--- src/logic/uart_pkg.sv ---
// Contract
// 8-bit mode frame: start, 8 data LSB-first, stop.
// 8-bit mode: data to buffer, stop to ninth-flag.
// Writing the data buffer starts transmission.
// Transmit-done flag sets at stop bit start.
// Receive only while receive enable is one.
// 8-bit load needs flag clear, stop one if multiproc.
// Failed load changes neither buffer, flag nor done.
// Interrupt request when enabled and a flag set.
// Selected timer overflow pulse clocks the baud logic.
// Transmit and receive baud sources selected independently.
// Timer 1 baud is overflow/32, or /16 doubled.
// Timer 1 overflows at clock/(256 - reload).
// Timers 2-4 baud is overflow/16 always.
// Timers 2-4 overflow at clock/(65536 - reload).
// 9-bit frame: start, 8 data, ninth, stop.
// 9-bit mode: ninth bit to flag, stop discarded.
// 9-bit load: flag clear and (no multiproc or address).
// Fixed 9-bit mode baud is clock/64, or /32 doubled.
// Variable 9-bit mode: 9-bit framing, timer baud.
// Address bytes carry ninth bit one, data zero.
// Address valid on masked or broadcast match.
// Masked match compares only enabled address bits.
// Broadcast address is address OR enable mask.
// Start on falling edge, centre sampling at 16x.
package uart_pkg;
  localparam logic [2:0] REG_CTRL = 3'h0;
  localparam logic [2:0] REG_DATA = 3'h1;
  localparam logic [2:0] REG_STAT = 3'h2;
  localparam logic [2:0] REG_SADDR = 3'h3;
  localparam logic [2:0] REG_SADEN = 3'h4;
  localparam logic [7:0] REG_RESET = 8'h00;
  localparam int CTRL_MP = 5;
  localparam int CTRL_REN = 4;
  localparam int CTRL_TB8 = 3;
  localparam int CTRL_RB8 = 2;
  localparam int CTRL_TI = 1;
  localparam int CTRL_RI = 0;
  localparam int STAT_DBL = 4;
  localparam logic [1:0] MODE_9B_FIX = 2'h2;
  localparam logic [1:0] SEL_TIMER1 = 2'h0;
  localparam int OVERSAMPLE = 16;
  localparam logic [3:0] TICK_LAST = 4'(OVERSAMPLE - 1);
  localparam logic [3:0] HALF_LAST = 4'(OVERSAMPLE / 2 - 1);
  localparam int FIX_DIV_SLOW = 64;
  localparam int FIX_DIV_FAST = 32;
  localparam logic [1:0] FIX_SLOW_LAST = 2'(FIX_DIV_SLOW / OVERSAMPLE - 1);
  localparam logic [1:0] FIX_FAST_LAST = 2'(FIX_DIV_FAST / OVERSAMPLE - 1);
  localparam logic [2:0] LAST_DATA_BIT = 3'h7;
  localparam int DATA_W = 8;
  localparam int FIFO_DEPTH = 8;
endpackage

--- src/logic/uart_link_if.sv ---
`timescale 1ns/1ps
interface uart_link_if;
  logic serial_tx_pin;
  logic serial_rx_pin;
  modport device_end (output serial_tx_pin, input serial_rx_pin);
  modport host_end (input serial_tx_pin, output serial_rx_pin);
endinterface

--- src/logic/sync_fifo.sv ---
`timescale 1ns/1ps
module sync_fifo #(
  parameter int WIDTH = 8,
  parameter int DEPTH = 8
) (
  input wire logic clock_in,
  input wire logic rst_n_in,
  input wire logic in_valid_in,
  output logic in_ready_out,
  input wire logic [WIDTH-1:0] in_data_in,
  output logic out_valid_out,
  input wire logic out_ready_in,
  output logic [WIDTH-1:0] out_data_out
);
  localparam int AW = $clog2(DEPTH);
  logic [WIDTH-1:0] mem [DEPTH];
  logic [AW-1:0] wr_ptr_r;
  logic [AW-1:0] rd_ptr_r;
  logic [AW:0] count_r;
  logic [AW:0] count_nxt;
  logic room_r;
  wire push = in_valid_in && room_r;
  wire pop = out_ready_in && (count_r != '0);
  assign count_nxt = count_r + (AW+1)'(push) - (AW+1)'(pop);
  assign in_ready_out = room_r;
  assign out_valid_out = (count_r != '0);
  assign out_data_out = mem[rd_ptr_r];
  // Pointers wrap by modulo, so depth must be a power of two.
  always_ff @(posedge clock_in or negedge rst_n_in) begin
    if (!rst_n_in) begin
      wr_ptr_r <= '0;
      rd_ptr_r <= '0;
      count_r <= '0;
      room_r <= 1'b1;
    end else begin
      wr_ptr_r <= wr_ptr_r + AW'(push);
      rd_ptr_r <= rd_ptr_r + AW'(pop);
      count_r <= count_nxt;
      room_r <= (count_nxt != (AW+1)'(DEPTH));
    end
  end
  always_ff @(posedge clock_in) begin
    if (push) begin
      mem[wr_ptr_r] <= in_data_in;
    end
  end
endmodule // sync_fifo

--- src/logic/uart_device.sv ---
`timescale 1ns/1ps
module uart_device (
  input wire logic clock_in,
  input wire logic rst_n_in,
  uart_link_if.device_end link,
  input wire logic sfr_wr_in,
  input wire logic sfr_rd_in,
  input wire logic [2:0] sfr_addr_in,
  input wire logic [7:0] sfr_wdata_in,
  input wire logic [3:0] timer_ovf_in,
  input wire logic irq_enable_in,
  output logic [7:0] sfr_rdata_out,
  output logic tx_space_out,
  output logic irq_out
);
  typedef enum logic [2:0] {S_IDLE, S_START, S_DATA, S_NINTH, S_STOP} bit_state_type;
  logic [7:0] ctrl_r;
  logic [7:0] stat_r;
  logic [7:0] saddr_r;
  logic [7:0] saden_r;
  logic [7:0] rxbuf_r;
  logic rb8_r;
  logic ti_r;
  logic ri_r;
  logic ti_nxt;
  logic ri_nxt;
  logic [1:0] fix_cnt_r;
  logic [1:0] half_r;
  logic [1:0] tick;
  bit_state_type tx_st_r;
  bit_state_type tx_st_nxt;
  logic [3:0] tx_cnt_r;
  logic [2:0] tx_bit_r;
  logic [2:0] tx_bit_nxt;
  logic [7:0] tx_sh_r;
  logic [7:0] tx_sh_nxt;
  logic tx_nb_r;
  logic tx_pin_r;
  logic tx_pin_nxt;
  logic tx_stop_ev;
  bit_state_type rx_st_r;
  bit_state_type rx_st_nxt;
  logic [3:0] rx_cnt_r;
  logic [3:0] rx_cnt_nxt;
  logic [2:0] rx_bit_r;
  logic [2:0] rx_bit_nxt;
  logic [7:0] rx_sh_r;
  logic [7:0] rx_sh_nxt;
  logic rx_nb_r;
  logic rx_nb_nxt;
  logic rx_prev_r;
  logic fifo_valid;
  logic [7:0] fifo_data;
  logic fifo_room;
  wire [1:0] mode = ctrl_r[7:6];
  wire nine_mode = mode[1];
  wire fixed_mode = (mode == uart_pkg::MODE_9B_FIX);
  wire dbl = stat_r[uart_pkg::STAT_DBL];
  wire mp_en = ctrl_r[uart_pkg::CTRL_MP];
  wire wr_ctrl = sfr_wr_in && (sfr_addr_in == uart_pkg::REG_CTRL);
  wire wr_data = sfr_wr_in && (sfr_addr_in == uart_pkg::REG_DATA);
  wire wr_stat = sfr_wr_in && (sfr_addr_in == uart_pkg::REG_STAT);
  wire wr_saddr = sfr_wr_in && (sfr_addr_in == uart_pkg::REG_SADDR);
  wire wr_saden = sfr_wr_in && (sfr_addr_in == uart_pkg::REG_SADEN);
  wire [7:0] ctrl_view = {ctrl_r[7:3], rb8_r, ti_r, ri_r};
  wire [7:0] rd_mux = (sfr_addr_in == uart_pkg::REG_CTRL) ? ctrl_view :
                      (sfr_addr_in == uart_pkg::REG_DATA) ? rxbuf_r :
                      (sfr_addr_in == uart_pkg::REG_STAT) ? stat_r :
                      (sfr_addr_in == uart_pkg::REG_SADDR) ? saddr_r :
                      (sfr_addr_in == uart_pkg::REG_SADEN) ? saden_r : 8'h00;

  // Fixed mode: 16x tick every 4 clocks, or every 2 when doubled.
  wire fix_tick = (fix_cnt_r == (dbl ? uart_pkg::FIX_FAST_LAST : uart_pkg::FIX_SLOW_LAST));

  // Index 0 is the transmit baud source, index 1 the receive one.
  for (genvar d = 0; d < 2; d++) begin : g_baud
    wire [1:0] sel = d == 0 ? stat_r[3:2] : stat_r[1:0];
    wire ovf = timer_ovf_in[sel];
    wire t1 = (sel == uart_pkg::SEL_TIMER1);
    // Timer 1 halves the overflow rate unless doubled; the others pass every overflow.
    assign tick[d] = fixed_mode ? fix_tick : (ovf && (!t1 || dbl || half_r[d]));
    always_ff @(posedge clock_in or negedge rst_n_in) begin
      if (!rst_n_in) begin
        half_r[d] <= 1'b0;
      end else if (ovf && t1) begin
        half_r[d] <= !half_r[d];
      end
    end
  end

  // Writes while the queue is full are dropped; tx_space_out warns software.
  sync_fifo #(.WIDTH(uart_pkg::DATA_W), .DEPTH(uart_pkg::FIFO_DEPTH)) u_tx_fifo (
    .clock_in(clock_in),
    .rst_n_in(rst_n_in),
    .in_valid_in(wr_data),
    .in_ready_out(fifo_room),
    .in_data_in(sfr_wdata_in),
    .out_valid_out(fifo_valid),
    .out_ready_in(tx_st_r == S_IDLE),
    .out_data_out(fifo_data)
  );

  wire tx_end = tick[0] && (tx_cnt_r == uart_pkg::TICK_LAST);
  always_comb begin
    tx_st_nxt = tx_st_r;
    tx_bit_nxt = tx_bit_r;
    tx_sh_nxt = tx_sh_r;
    tx_pin_nxt = tx_pin_r;
    tx_stop_ev = 1'b0;
    case (tx_st_r)
      S_IDLE: if (fifo_valid) begin
        tx_st_nxt = S_START;
        tx_sh_nxt = fifo_data;
        tx_pin_nxt = 1'b0;
      end
      S_START: if (tx_end) begin
        tx_st_nxt = S_DATA;
        tx_bit_nxt = 3'h0;
        tx_pin_nxt = tx_sh_r[0];
      end
      S_DATA: if (tx_end) begin
        tx_sh_nxt = {1'b0, tx_sh_r[7:1]};
        tx_bit_nxt = tx_bit_r + 3'h1;
        tx_pin_nxt = tx_sh_r[1];
        if (tx_bit_r == uart_pkg::LAST_DATA_BIT) begin
          tx_st_nxt = nine_mode ? S_NINTH : S_STOP;
          tx_pin_nxt = nine_mode ? tx_nb_r : 1'b1;
          tx_stop_ev = !nine_mode;
        end
      end
      S_NINTH: if (tx_end) begin
        tx_st_nxt = S_STOP;
        tx_pin_nxt = 1'b1;
        tx_stop_ev = 1'b1;
      end
      S_STOP: if (tx_end) begin
        tx_st_nxt = S_IDLE;
      end
      default: tx_st_nxt = S_IDLE;
    endcase
  end

  wire rx_pin = link.serial_rx_pin;
  wire rx_end = tick[1] && (rx_cnt_r == uart_pkg::TICK_LAST);
  wire rx_half = tick[1] && (rx_cnt_r == uart_pkg::HALF_LAST);
  wire [7:0] bcast = saddr_r | saden_r;
  wire mask_hit = (((rx_sh_r ^ saddr_r) & saden_r) == 8'h00);
  wire bcast_hit = ((rx_sh_r & bcast) == bcast);
  wire addr_ok = mask_hit || bcast_hit;
  // With multiprocessor mode on, eight-bit mode needs the stop bit, nine-bit mode an address byte that matches.
  wire load_ok = !ri_r && (!mp_en || (nine_mode ? (rx_nb_r && addr_ok) : rx_pin));
  wire rx_load = (rx_st_r == S_STOP) && rx_end && load_ok;
  always_comb begin
    rx_st_nxt = rx_st_r;
    rx_cnt_nxt = tick[1] ? rx_cnt_r + 4'h1 : rx_cnt_r;
    rx_bit_nxt = rx_bit_r;
    rx_sh_nxt = rx_sh_r;
    rx_nb_nxt = rx_nb_r;
    case (rx_st_r)
      S_IDLE: begin
        rx_cnt_nxt = 4'h0;
        if (ctrl_r[uart_pkg::CTRL_REN] && rx_prev_r && !rx_pin) begin
          rx_st_nxt = S_START;
        end
      end
      S_START: if (rx_half) begin
        // A start bit gone high by mid-bit is a glitch and is dropped.
        rx_st_nxt = rx_pin ? S_IDLE : S_DATA;
        rx_cnt_nxt = 4'h0;
        rx_bit_nxt = 3'h0;
      end
      S_DATA: if (rx_end) begin
        rx_sh_nxt = {rx_pin, rx_sh_r[7:1]};
        rx_bit_nxt = rx_bit_r + 3'h1;
        if (rx_bit_r == uart_pkg::LAST_DATA_BIT) begin
          rx_st_nxt = nine_mode ? S_NINTH : S_STOP;
        end
      end
      S_NINTH: if (rx_end) begin
        rx_nb_nxt = rx_pin;
        rx_st_nxt = S_STOP;
      end
      S_STOP: if (rx_end) begin
        rx_st_nxt = S_IDLE;
      end
      default: rx_st_nxt = S_IDLE;
    endcase
  end

  // Hardware set wins over a software clear in the same cycle.
  assign ti_nxt = tx_stop_ev ? 1'b1 : (wr_ctrl ? sfr_wdata_in[uart_pkg::CTRL_TI] : ti_r);
  assign ri_nxt = rx_load ? 1'b1 : (wr_ctrl ? sfr_wdata_in[uart_pkg::CTRL_RI] : ri_r);

  always_ff @(posedge clock_in or negedge rst_n_in) begin
    if (!rst_n_in) begin
      ctrl_r <= uart_pkg::REG_RESET;
      stat_r <= uart_pkg::REG_RESET;
      saddr_r <= uart_pkg::REG_RESET;
      saden_r <= uart_pkg::REG_RESET;
      fix_cnt_r <= 2'h0;
      ti_r <= 1'b0;
      ri_r <= 1'b0;
      sfr_rdata_out <= 8'h00;
      tx_space_out <= 1'b1;
      irq_out <= 1'b0;
    end else begin
      if (wr_ctrl) ctrl_r <= {sfr_wdata_in[7:3], 3'b000};
      if (wr_stat) stat_r <= {3'b000, sfr_wdata_in[4:0]};
      if (wr_saddr) saddr_r <= sfr_wdata_in;
      if (wr_saden) saden_r <= sfr_wdata_in;
      fix_cnt_r <= fix_tick ? 2'h0 : fix_cnt_r + 2'h1;
      ti_r <= ti_nxt;
      ri_r <= ri_nxt;
      if (sfr_rd_in) sfr_rdata_out <= rd_mux;
      tx_space_out <= fifo_room;
      irq_out <= irq_enable_in && (ti_nxt || ri_nxt);
    end
  end

  always_ff @(posedge clock_in or negedge rst_n_in) begin
    if (!rst_n_in) begin
      tx_st_r <= S_IDLE;
      tx_cnt_r <= 4'h0;
      tx_bit_r <= 3'h0;
      tx_sh_r <= 8'h00;
      tx_nb_r <= 1'b0;
      tx_pin_r <= 1'b1;
    end else begin
      tx_st_r <= tx_st_nxt;
      tx_cnt_r <= (tx_st_r == S_IDLE) ? 4'h0 : tx_cnt_r + 4'(tick[0]);
      tx_bit_r <= tx_bit_nxt;
      tx_sh_r <= tx_sh_nxt;
      if (tx_st_r == S_IDLE) tx_nb_r <= ctrl_r[uart_pkg::CTRL_TB8];
      tx_pin_r <= tx_pin_nxt;
    end
  end
  assign link.serial_tx_pin = tx_pin_r;

  always_ff @(posedge clock_in or negedge rst_n_in) begin
    if (!rst_n_in) begin
      rx_st_r <= S_IDLE;
      rx_cnt_r <= 4'h0;
      rx_bit_r <= 3'h0;
      rx_sh_r <= 8'h00;
      rx_nb_r <= 1'b0;
      rx_prev_r <= 1'b1;
      rxbuf_r <= 8'h00;
      rb8_r <= 1'b0;
    end else begin
      rx_st_r <= rx_st_nxt;
      rx_cnt_r <= rx_cnt_nxt;
      rx_bit_r <= rx_bit_nxt;
      rx_sh_r <= rx_sh_nxt;
      rx_nb_r <= rx_nb_nxt;
      rx_prev_r <= rx_pin;
      if (rx_load) begin
        rxbuf_r <= rx_sh_r;
        rb8_r <= nine_mode ? rx_nb_r : rx_pin;
      end
    end
  end
endmodule // uart_device

--- src/flat_wrapper.sv ---
// flat-port wrapper written by rule: the top's interface ports become plain ports
module uart_device_flat 
  (clock_in, rst_n_in, sfr_wr_in, sfr_rd_in, sfr_addr_in, sfr_wdata_in, timer_ovf_in, irq_enable_in, sfr_rdata_out, tx_space_out, irq_out, link_serial_tx_pin, link_serial_rx_pin);
  uart_link_if link_i ();
  input wire logic clock_in;
  input wire logic rst_n_in;
  input wire logic sfr_wr_in;
  input wire logic sfr_rd_in;
  input wire logic [2:0] sfr_addr_in;
  input wire logic [7:0] sfr_wdata_in;
  input wire logic [3:0] timer_ovf_in;
  input wire logic irq_enable_in;
  output logic [7:0] sfr_rdata_out;
  output logic tx_space_out;
  output logic irq_out;
  output wire logic [$bits(link_i.serial_tx_pin)-1:0] link_serial_tx_pin;
  input wire logic [$bits(link_i.serial_rx_pin)-1:0] link_serial_rx_pin;
  assign link_serial_tx_pin = link_i.serial_tx_pin;
  assign link_i.serial_rx_pin = link_serial_rx_pin;
  uart_device u_core (.clock_in(clock_in), .rst_n_in(rst_n_in), .link(link_i), .sfr_wr_in(sfr_wr_in), .sfr_rd_in(sfr_rd_in), .sfr_addr_in(sfr_addr_in), .sfr_wdata_in(sfr_wdata_in), .timer_ovf_in(timer_ovf_in), .irq_enable_in(irq_enable_in), .sfr_rdata_out(sfr_rdata_out), .tx_space_out(tx_space_out), .irq_out(irq_out));
endmodule
--- config.mk ---
export PLATFORM = sky130hd
export DESIGN_NAME = uart_device_flat
export DESIGN_NICKNAME = d
export VERILOG_FILES = /design/src/logic/uart_pkg.sv /design/src/logic/uart_link_if.sv /design/src/logic/sync_fifo.sv /design/src/logic/uart_device.sv /design/src/flat_wrapper.sv
export SDC_FILE = /design/constraint.sdc
export NUM_CORES = 1
export LEC_CHECK = 0
export BUFFER_PORTS_ARGS = -buffer_cell sky130_fd_sc_hd__buf_2
export CORE_MARGIN = 2
export CORE_UTILIZATION = 50
export CTS_CLUSTER_DIAMETER = 200
export DETAILED_ROUTE_END_ITERATION = 16
export PLACE_DENSITY = 0.67
export SYNTH_ARGS = -nofsm -noshare
export SYNTH_HDL_FRONTEND = slang
export SYNTH_SLANG_ARGS = --single-unit
--- constraint.sdc ---
create_clock -name clock_in -period 3.1 [get_ports clock_in]
set_input_delay 0.62 -clock clock_in [delete_from_list [all_inputs] [get_ports clock_in]]
set_output_delay 0.62 -clock clock_in [all_outputs]
set_load 0.02 [all_outputs]
==> out/results.md <==
| Item | Reported | Unit |
|---|---|---|
| Type of element capturing the critical path | flop | - |
| Core Box Area | 14530 | sq um |
| Top area cells in the synthesized netlist | sky130_fd_sc_hd__dfrtp_1 (33%), sky130_fd_sc_hd__edfxtp_1 (26%), sky130_fd_sc_hd__mux2_2 (7.3%) | - |
| Area enclosed by the die boundary | 15900 | sq um |
| Unrepaired setup endpoints after global routing | false | - |
| R2r startpoint | u_core.u_tx_fifo.count_r[2] | - |
| Effective utilization at floorplan | 51.29 | % |
| Post-DP HPWL | 10630 | um |
| Type of the tightest min-delay check | input port to async pin | - |
| Number of buffers inserted by hold repair at cts | 0 | - |
| Met3 track demand over resource | 3.653 | % |
| Synth async-reset ratio | 61.45 | % |
| Number of antenna violations at the first check in global routing | 0 | - |
| Post-layout util | 58.56 | % |
| Routed length per placed instance | 19.05 | um |
| Hold WS | 0.2480 | ns |
| GR Util met2 | 35.07 | % |
| Global-route usage over all layers | 20.57 | % |
| Library cells used by synthesis | 57 | - |
| Biggest fanout along the worst timing path | 4 | - |
| Remaining global-route overflow | 0 | - |
| Global-route wire length before repair | 25000 | um |
| End of the worst register-to-register path | u_core.u_tx_fifo.in_ready_out | - |
| Mean instance size in the synthesized netlist | 13.38 | sq um |
| Growth of design area from synthesis to finish | 14.17 | % |
| Simple-gate share of the synthesized area | 8.677 | % |
| CP Data Required Time | 3.43 | ns |
| Slew @ Worst Pin | 0.7624 | ns |
| CP Launch Type | flop | - |
| Clock skew | 0.01074 | ns |
| TritonCTS clock tree | done | - |
| Final Cycle Share | 92.83 | % |
| Final worst-path setup slack | 0.2223 | ns |
| Reg2reg setup slack | 0.22 | ns |
| Top-Level Pins | 32 | - |
| Primary FF master, synth | sky130_fd_sc_hd__dfrtp_1 | - |
| Clock tree root buffer cell | sky130_fd_sc_hd__clkbuf_16 | - |
| Sequential cell area | 4479 | sq um |
| DR vias | 4580 | - |
| Count of final hold-check violations | 0 | - |
| DRT iter0 DRCs | 358 | - |
| Commonest cells post-synth | sky130_fd_sc_hd__dfrtp_1 (98), sky130_fd_sc_hd__edfxtp_1 (64), sky130_fd_sc_hd__mux2_2 (48), sky130_fd_sc_hd__nor2_1 (45), sky130_fd_sc_hd__nand2_1 (38) | - |
| Via-per-instance ratio | 5.675 | - |
| Setup CP Type | flop to flop | - |
| Chip width | 126.1 | um |
| Number of search-and-repair iterations in the first detailed-routing pass | 4 | - |
| Clock buffer count from CTS | 17 | - |
| F_max | 347.5 | MHz |
| Yosys warning total | 0 | - |
| Number of levels in the clock H-tree | 4 | - |
| Proportion of layout cells with a drive suffix above 1 | 26.65 | % |
| Final critical-path required period | 2.878 | ns |
| Nets | 648 | - |
| TNS Setup | 0 | ns |
| Post-synthesis compound-gate area fraction | 8.207 | % |
| Top-area cell type share of the netlist area | 32.90 | % |
| Multi-input logic area | 2828 | sq um |
| Count of final setup violators | 0 | - |
| Diode insertion count for antenna repair | 0 | - |
| Worst vdd rail ir drop | 0.4430 | mV |
| DRT Wirelength | 15380 | um |
| Number of standard cells after synthesis | 557 | - |
| Cells on worst reg2reg path | 11 | - |
| Number of global-route vias before repair | 4692 | - |
| GR peak layer | met2 | - |
| Post-synthesis adder-cell area fraction | 2.954 | % |
| Count of input and output buffers | 31 | - |
| Max-Cap Viols | 0 | - |
| Mux cell area share after synthesis | 15.53 | % |
| Most instantiated library cell after synthesis | sky130_fd_sc_hd__dfrtp_1 | - |
| DRC violation count after routing | 0 | - |
| Fraction of the yosys area taken by sequential cells | 60.09 | % |
| Number of clock sinks seen by CTS | 166 | - |
| Clock network latency to the later pin of the worst-skew pair | 0.43 | ns |
| Leakage power of the design | 3.581 | nW |
| Post-synthesis cell area | 7455 | sq um |
| Cell taking the most area after synthesis | sky130_fd_sc_hd__dfrtp_1 | - |
| Number of cell rows | 44 | - |
| Pwr dens | 758.8 | nW/um^2 |
| Max Transition Viols Final | 0 | - |
| Die Y | 126.1 | um |
| Dominant combinational cell family by area after synthesis | multiplexers | - |
| Fill count | 1194 | - |
| Result of the run | completed | - |
| Global routing met1 resource utilization | 26.60 | % |
| Xor/xnor cell area share of the yosys netlist | 2.467 | % |
| Number of synthesized flops with an enable pin | 64 | - |
| Net count after synthesis | 595 | - |
| Post-Place Worst Slack | 0.1708 | ns |
| Number of nets still failing antenna checks after routing | 0 | - |
| Maximum number of pins on one net before global-route repair | 53 | - |
| Final weighted congestion of routability-driven global placement | 0.8784 | - |
| Critical path arrival | 3.20 | ns |
| Max-Slew Margin vs Limit | 48.98 | % |
| Register bit total from synthesis | 166 | - |
| Clock-pin transition on the worst setup and hold timing paths | 0.07 | ns |
| Buffers from clock root to sink, at most | 2 | - |
[metrics by stage]
step / power [mW] / cells / cell area (sq um)
after floorplan: 4.035 / 557 / 7457
after global placement: 4.412 / 775 / 7946
after detailed placement: 4.498 / 775 / 7946
after CTS: 6.518 / 807 / 8506
after global routing: 6.815 / 807 / 8511
final: 6.458 / 807 / 8511
[placed cells by master, fill, tap and decap left out, types with 3 or more instances in the layout]
cell,n
sky130_fd_sc_hd__clkinv_4,4
sky130_fd_sc_hd__ha_1,16
sky130_fd_sc_hd__nand3_1,6
sky130_fd_sc_hd__nor3_1,5
sky130_fd_sc_hd__buf_2,30
sky130_fd_sc_hd__mux2i_1,20
sky130_fd_sc_hd__a21o_1,3
sky130_fd_sc_hd__dfrtp_1,98
sky130_fd_sc_hd__mux4_2,18
sky130_fd_sc_hd__a21oi_1,25
sky130_fd_sc_hd__nor2b_1,8
sky130_fd_sc_hd__nand4_1,4
sky130_fd_sc_hd__xnor2_1,3
sky130_fd_sc_hd__clkinvlp_4,3
sky130_fd_sc_hd__mux2_2,48
sky130_fd_sc_hd__dfstp_2,4
sky130_fd_sc_hd__o22ai_1,5
sky130_fd_sc_hd__nand2_1,38
sky130_fd_sc_hd__nor2_1,44
sky130_fd_sc_hd__nand2b_1,6
sky130_fd_sc_hd__a22oi_1,4
sky130_fd_sc_hd__o21bai_1,3
sky130_fd_sc_hd__o21ai_0,32
sky130_fd_sc_hd__a31oi_1,5
sky130_fd_sc_hd__nand3b_1,3
sky130_fd_sc_hd__xor2_1,18
sky130_fd_sc_hd__edfxtp_1,64
sky130_fd_sc_hd__a22o_1,3
sky130_fd_sc_hd__clkbuf_16,17
sky130_fd_sc_hd__inv_1,17
sky130_fd_sc_hd__buf_4,24
[cell families (layout without fill, tap and decap cells)]
kind of cell | count (synthesis) | in the layout
multiplexers | 87 | 87
AND/OR/NAND/NOR | 132 | 132
flip-flops | 166 | 166
buffers and inverters | 38 | 104
AO/OA/AOI/OAI | 96 | 96
adder cells (fa/ha/maj) | 17 | 17
XOR/XNOR | 21 | 21
[critical path, stage by stage (launching register included)]
cell and delay, ns:
sky130_fd_sc_hd__dfrtp_1 0.32, sky130_fd_sc_hd__inv_1 0.06, sky130_fd_sc_hd__ha_1 0.19, sky130_fd_sc_hd__nor3b_2 0.17
sky130_fd_sc_hd__nor2b_1 0.31, sky130_fd_sc_hd__ha_1 0.27, sky130_fd_sc_hd__inv_1 0.06, sky130_fd_sc_hd__ha_1 0.27
sky130_fd_sc_hd__a21o_1 0.15, sky130_fd_sc_hd__a21oi_1 0.16, sky130_fd_sc_hd__xor2_1 0.22, sky130_fd_sc_hd__or4b_2 0.61
[worst max path at each step]
stage                                           start                       endpoint  cells past startpoint  slack (ns)
after global placement                      sfr_wr_in  u_core.u_tx_fifo.in_ready_out                     10        0.25
after global routing                u_core.tx_st_r[2]  u_core.u_tx_fifo.in_ready_out                      9       0.002
after CTS                 u_core.u_tx_fifo.count_r[2]  u_core.u_tx_fifo.in_ready_out                     11        0.15
after detailed placement                    sfr_wr_in  u_core.u_tx_fifo.in_ready_out                     10        0.17
final                     u_core.u_tx_fifo.count_r[2]  u_core.u_tx_fifo.in_ready_out                     11        0.22
after floorplan                        sfr_addr_in[0]  u_core.u_tx_fifo.in_ready_out                     11        0.03
[where the power goes]
part	leakage [nW]	switching [mW]	internal, mW
Clock	0.266	0.892	1.12
Sequential	1.84	0.390	2.64
Combinational	1.48	0.697	0.728
[sequential cells by signal (all words and copies together), names as in the netlist, 2 cells and up]
register	count
u_core.rx_cnt_r	4
u_core.u_tx_fifo.wr_ptr_r	3
u_core.rx_sh_r	8
u_core.half_r	2
u_core.sfr_rdata_out	8
u_core.tx_st_r	3
u_core.u_tx_fifo.mem	64
u_core.fix_cnt_r	2
u_core.u_tx_fifo.rd_ptr_r	3
u_core.stat_r	5
u_core.rxbuf_r	8
u_core.saden_r	8
u_core.saddr_r	8
u_core.rx_st_r	3
u_core.u_tx_fifo.count_r	4
u_core.rx_bit_r	3
u_core.ctrl_r	5
u_core.tx_bit_r	3
u_core.tx_cnt_r	4
u_core.tx_sh_r	8
[final cells by class]
class | count | area share [%]
clock buffers | 19 | 5.087
clock inverters | 13 | 1.485
inverters | 17 | 0.7498
multi-input cells | 353 | 33.23
flip-flops and latches | 166 | 52.63
well taps | 184 | 2.705
repair buffers | 55 | 4.116
[timing repair]
action                     in CTS  in global routing
setup endpoints to repair       0                  1
setup buffers                   0                  0
resized for setup               0                  1
[metal layers]
layer / wire [um] / up-vias / part of all wire (%)
met3: 499 / 22 / 3.2
met4: 274 / 0 / 1.8
met2: 7917 / 97 / 51
li1: - / 2158 / -
met1: 6685 / 2303 / 43
met5: 0 / - / 0
Note: power is estimated with default switching activity, not from simulation.
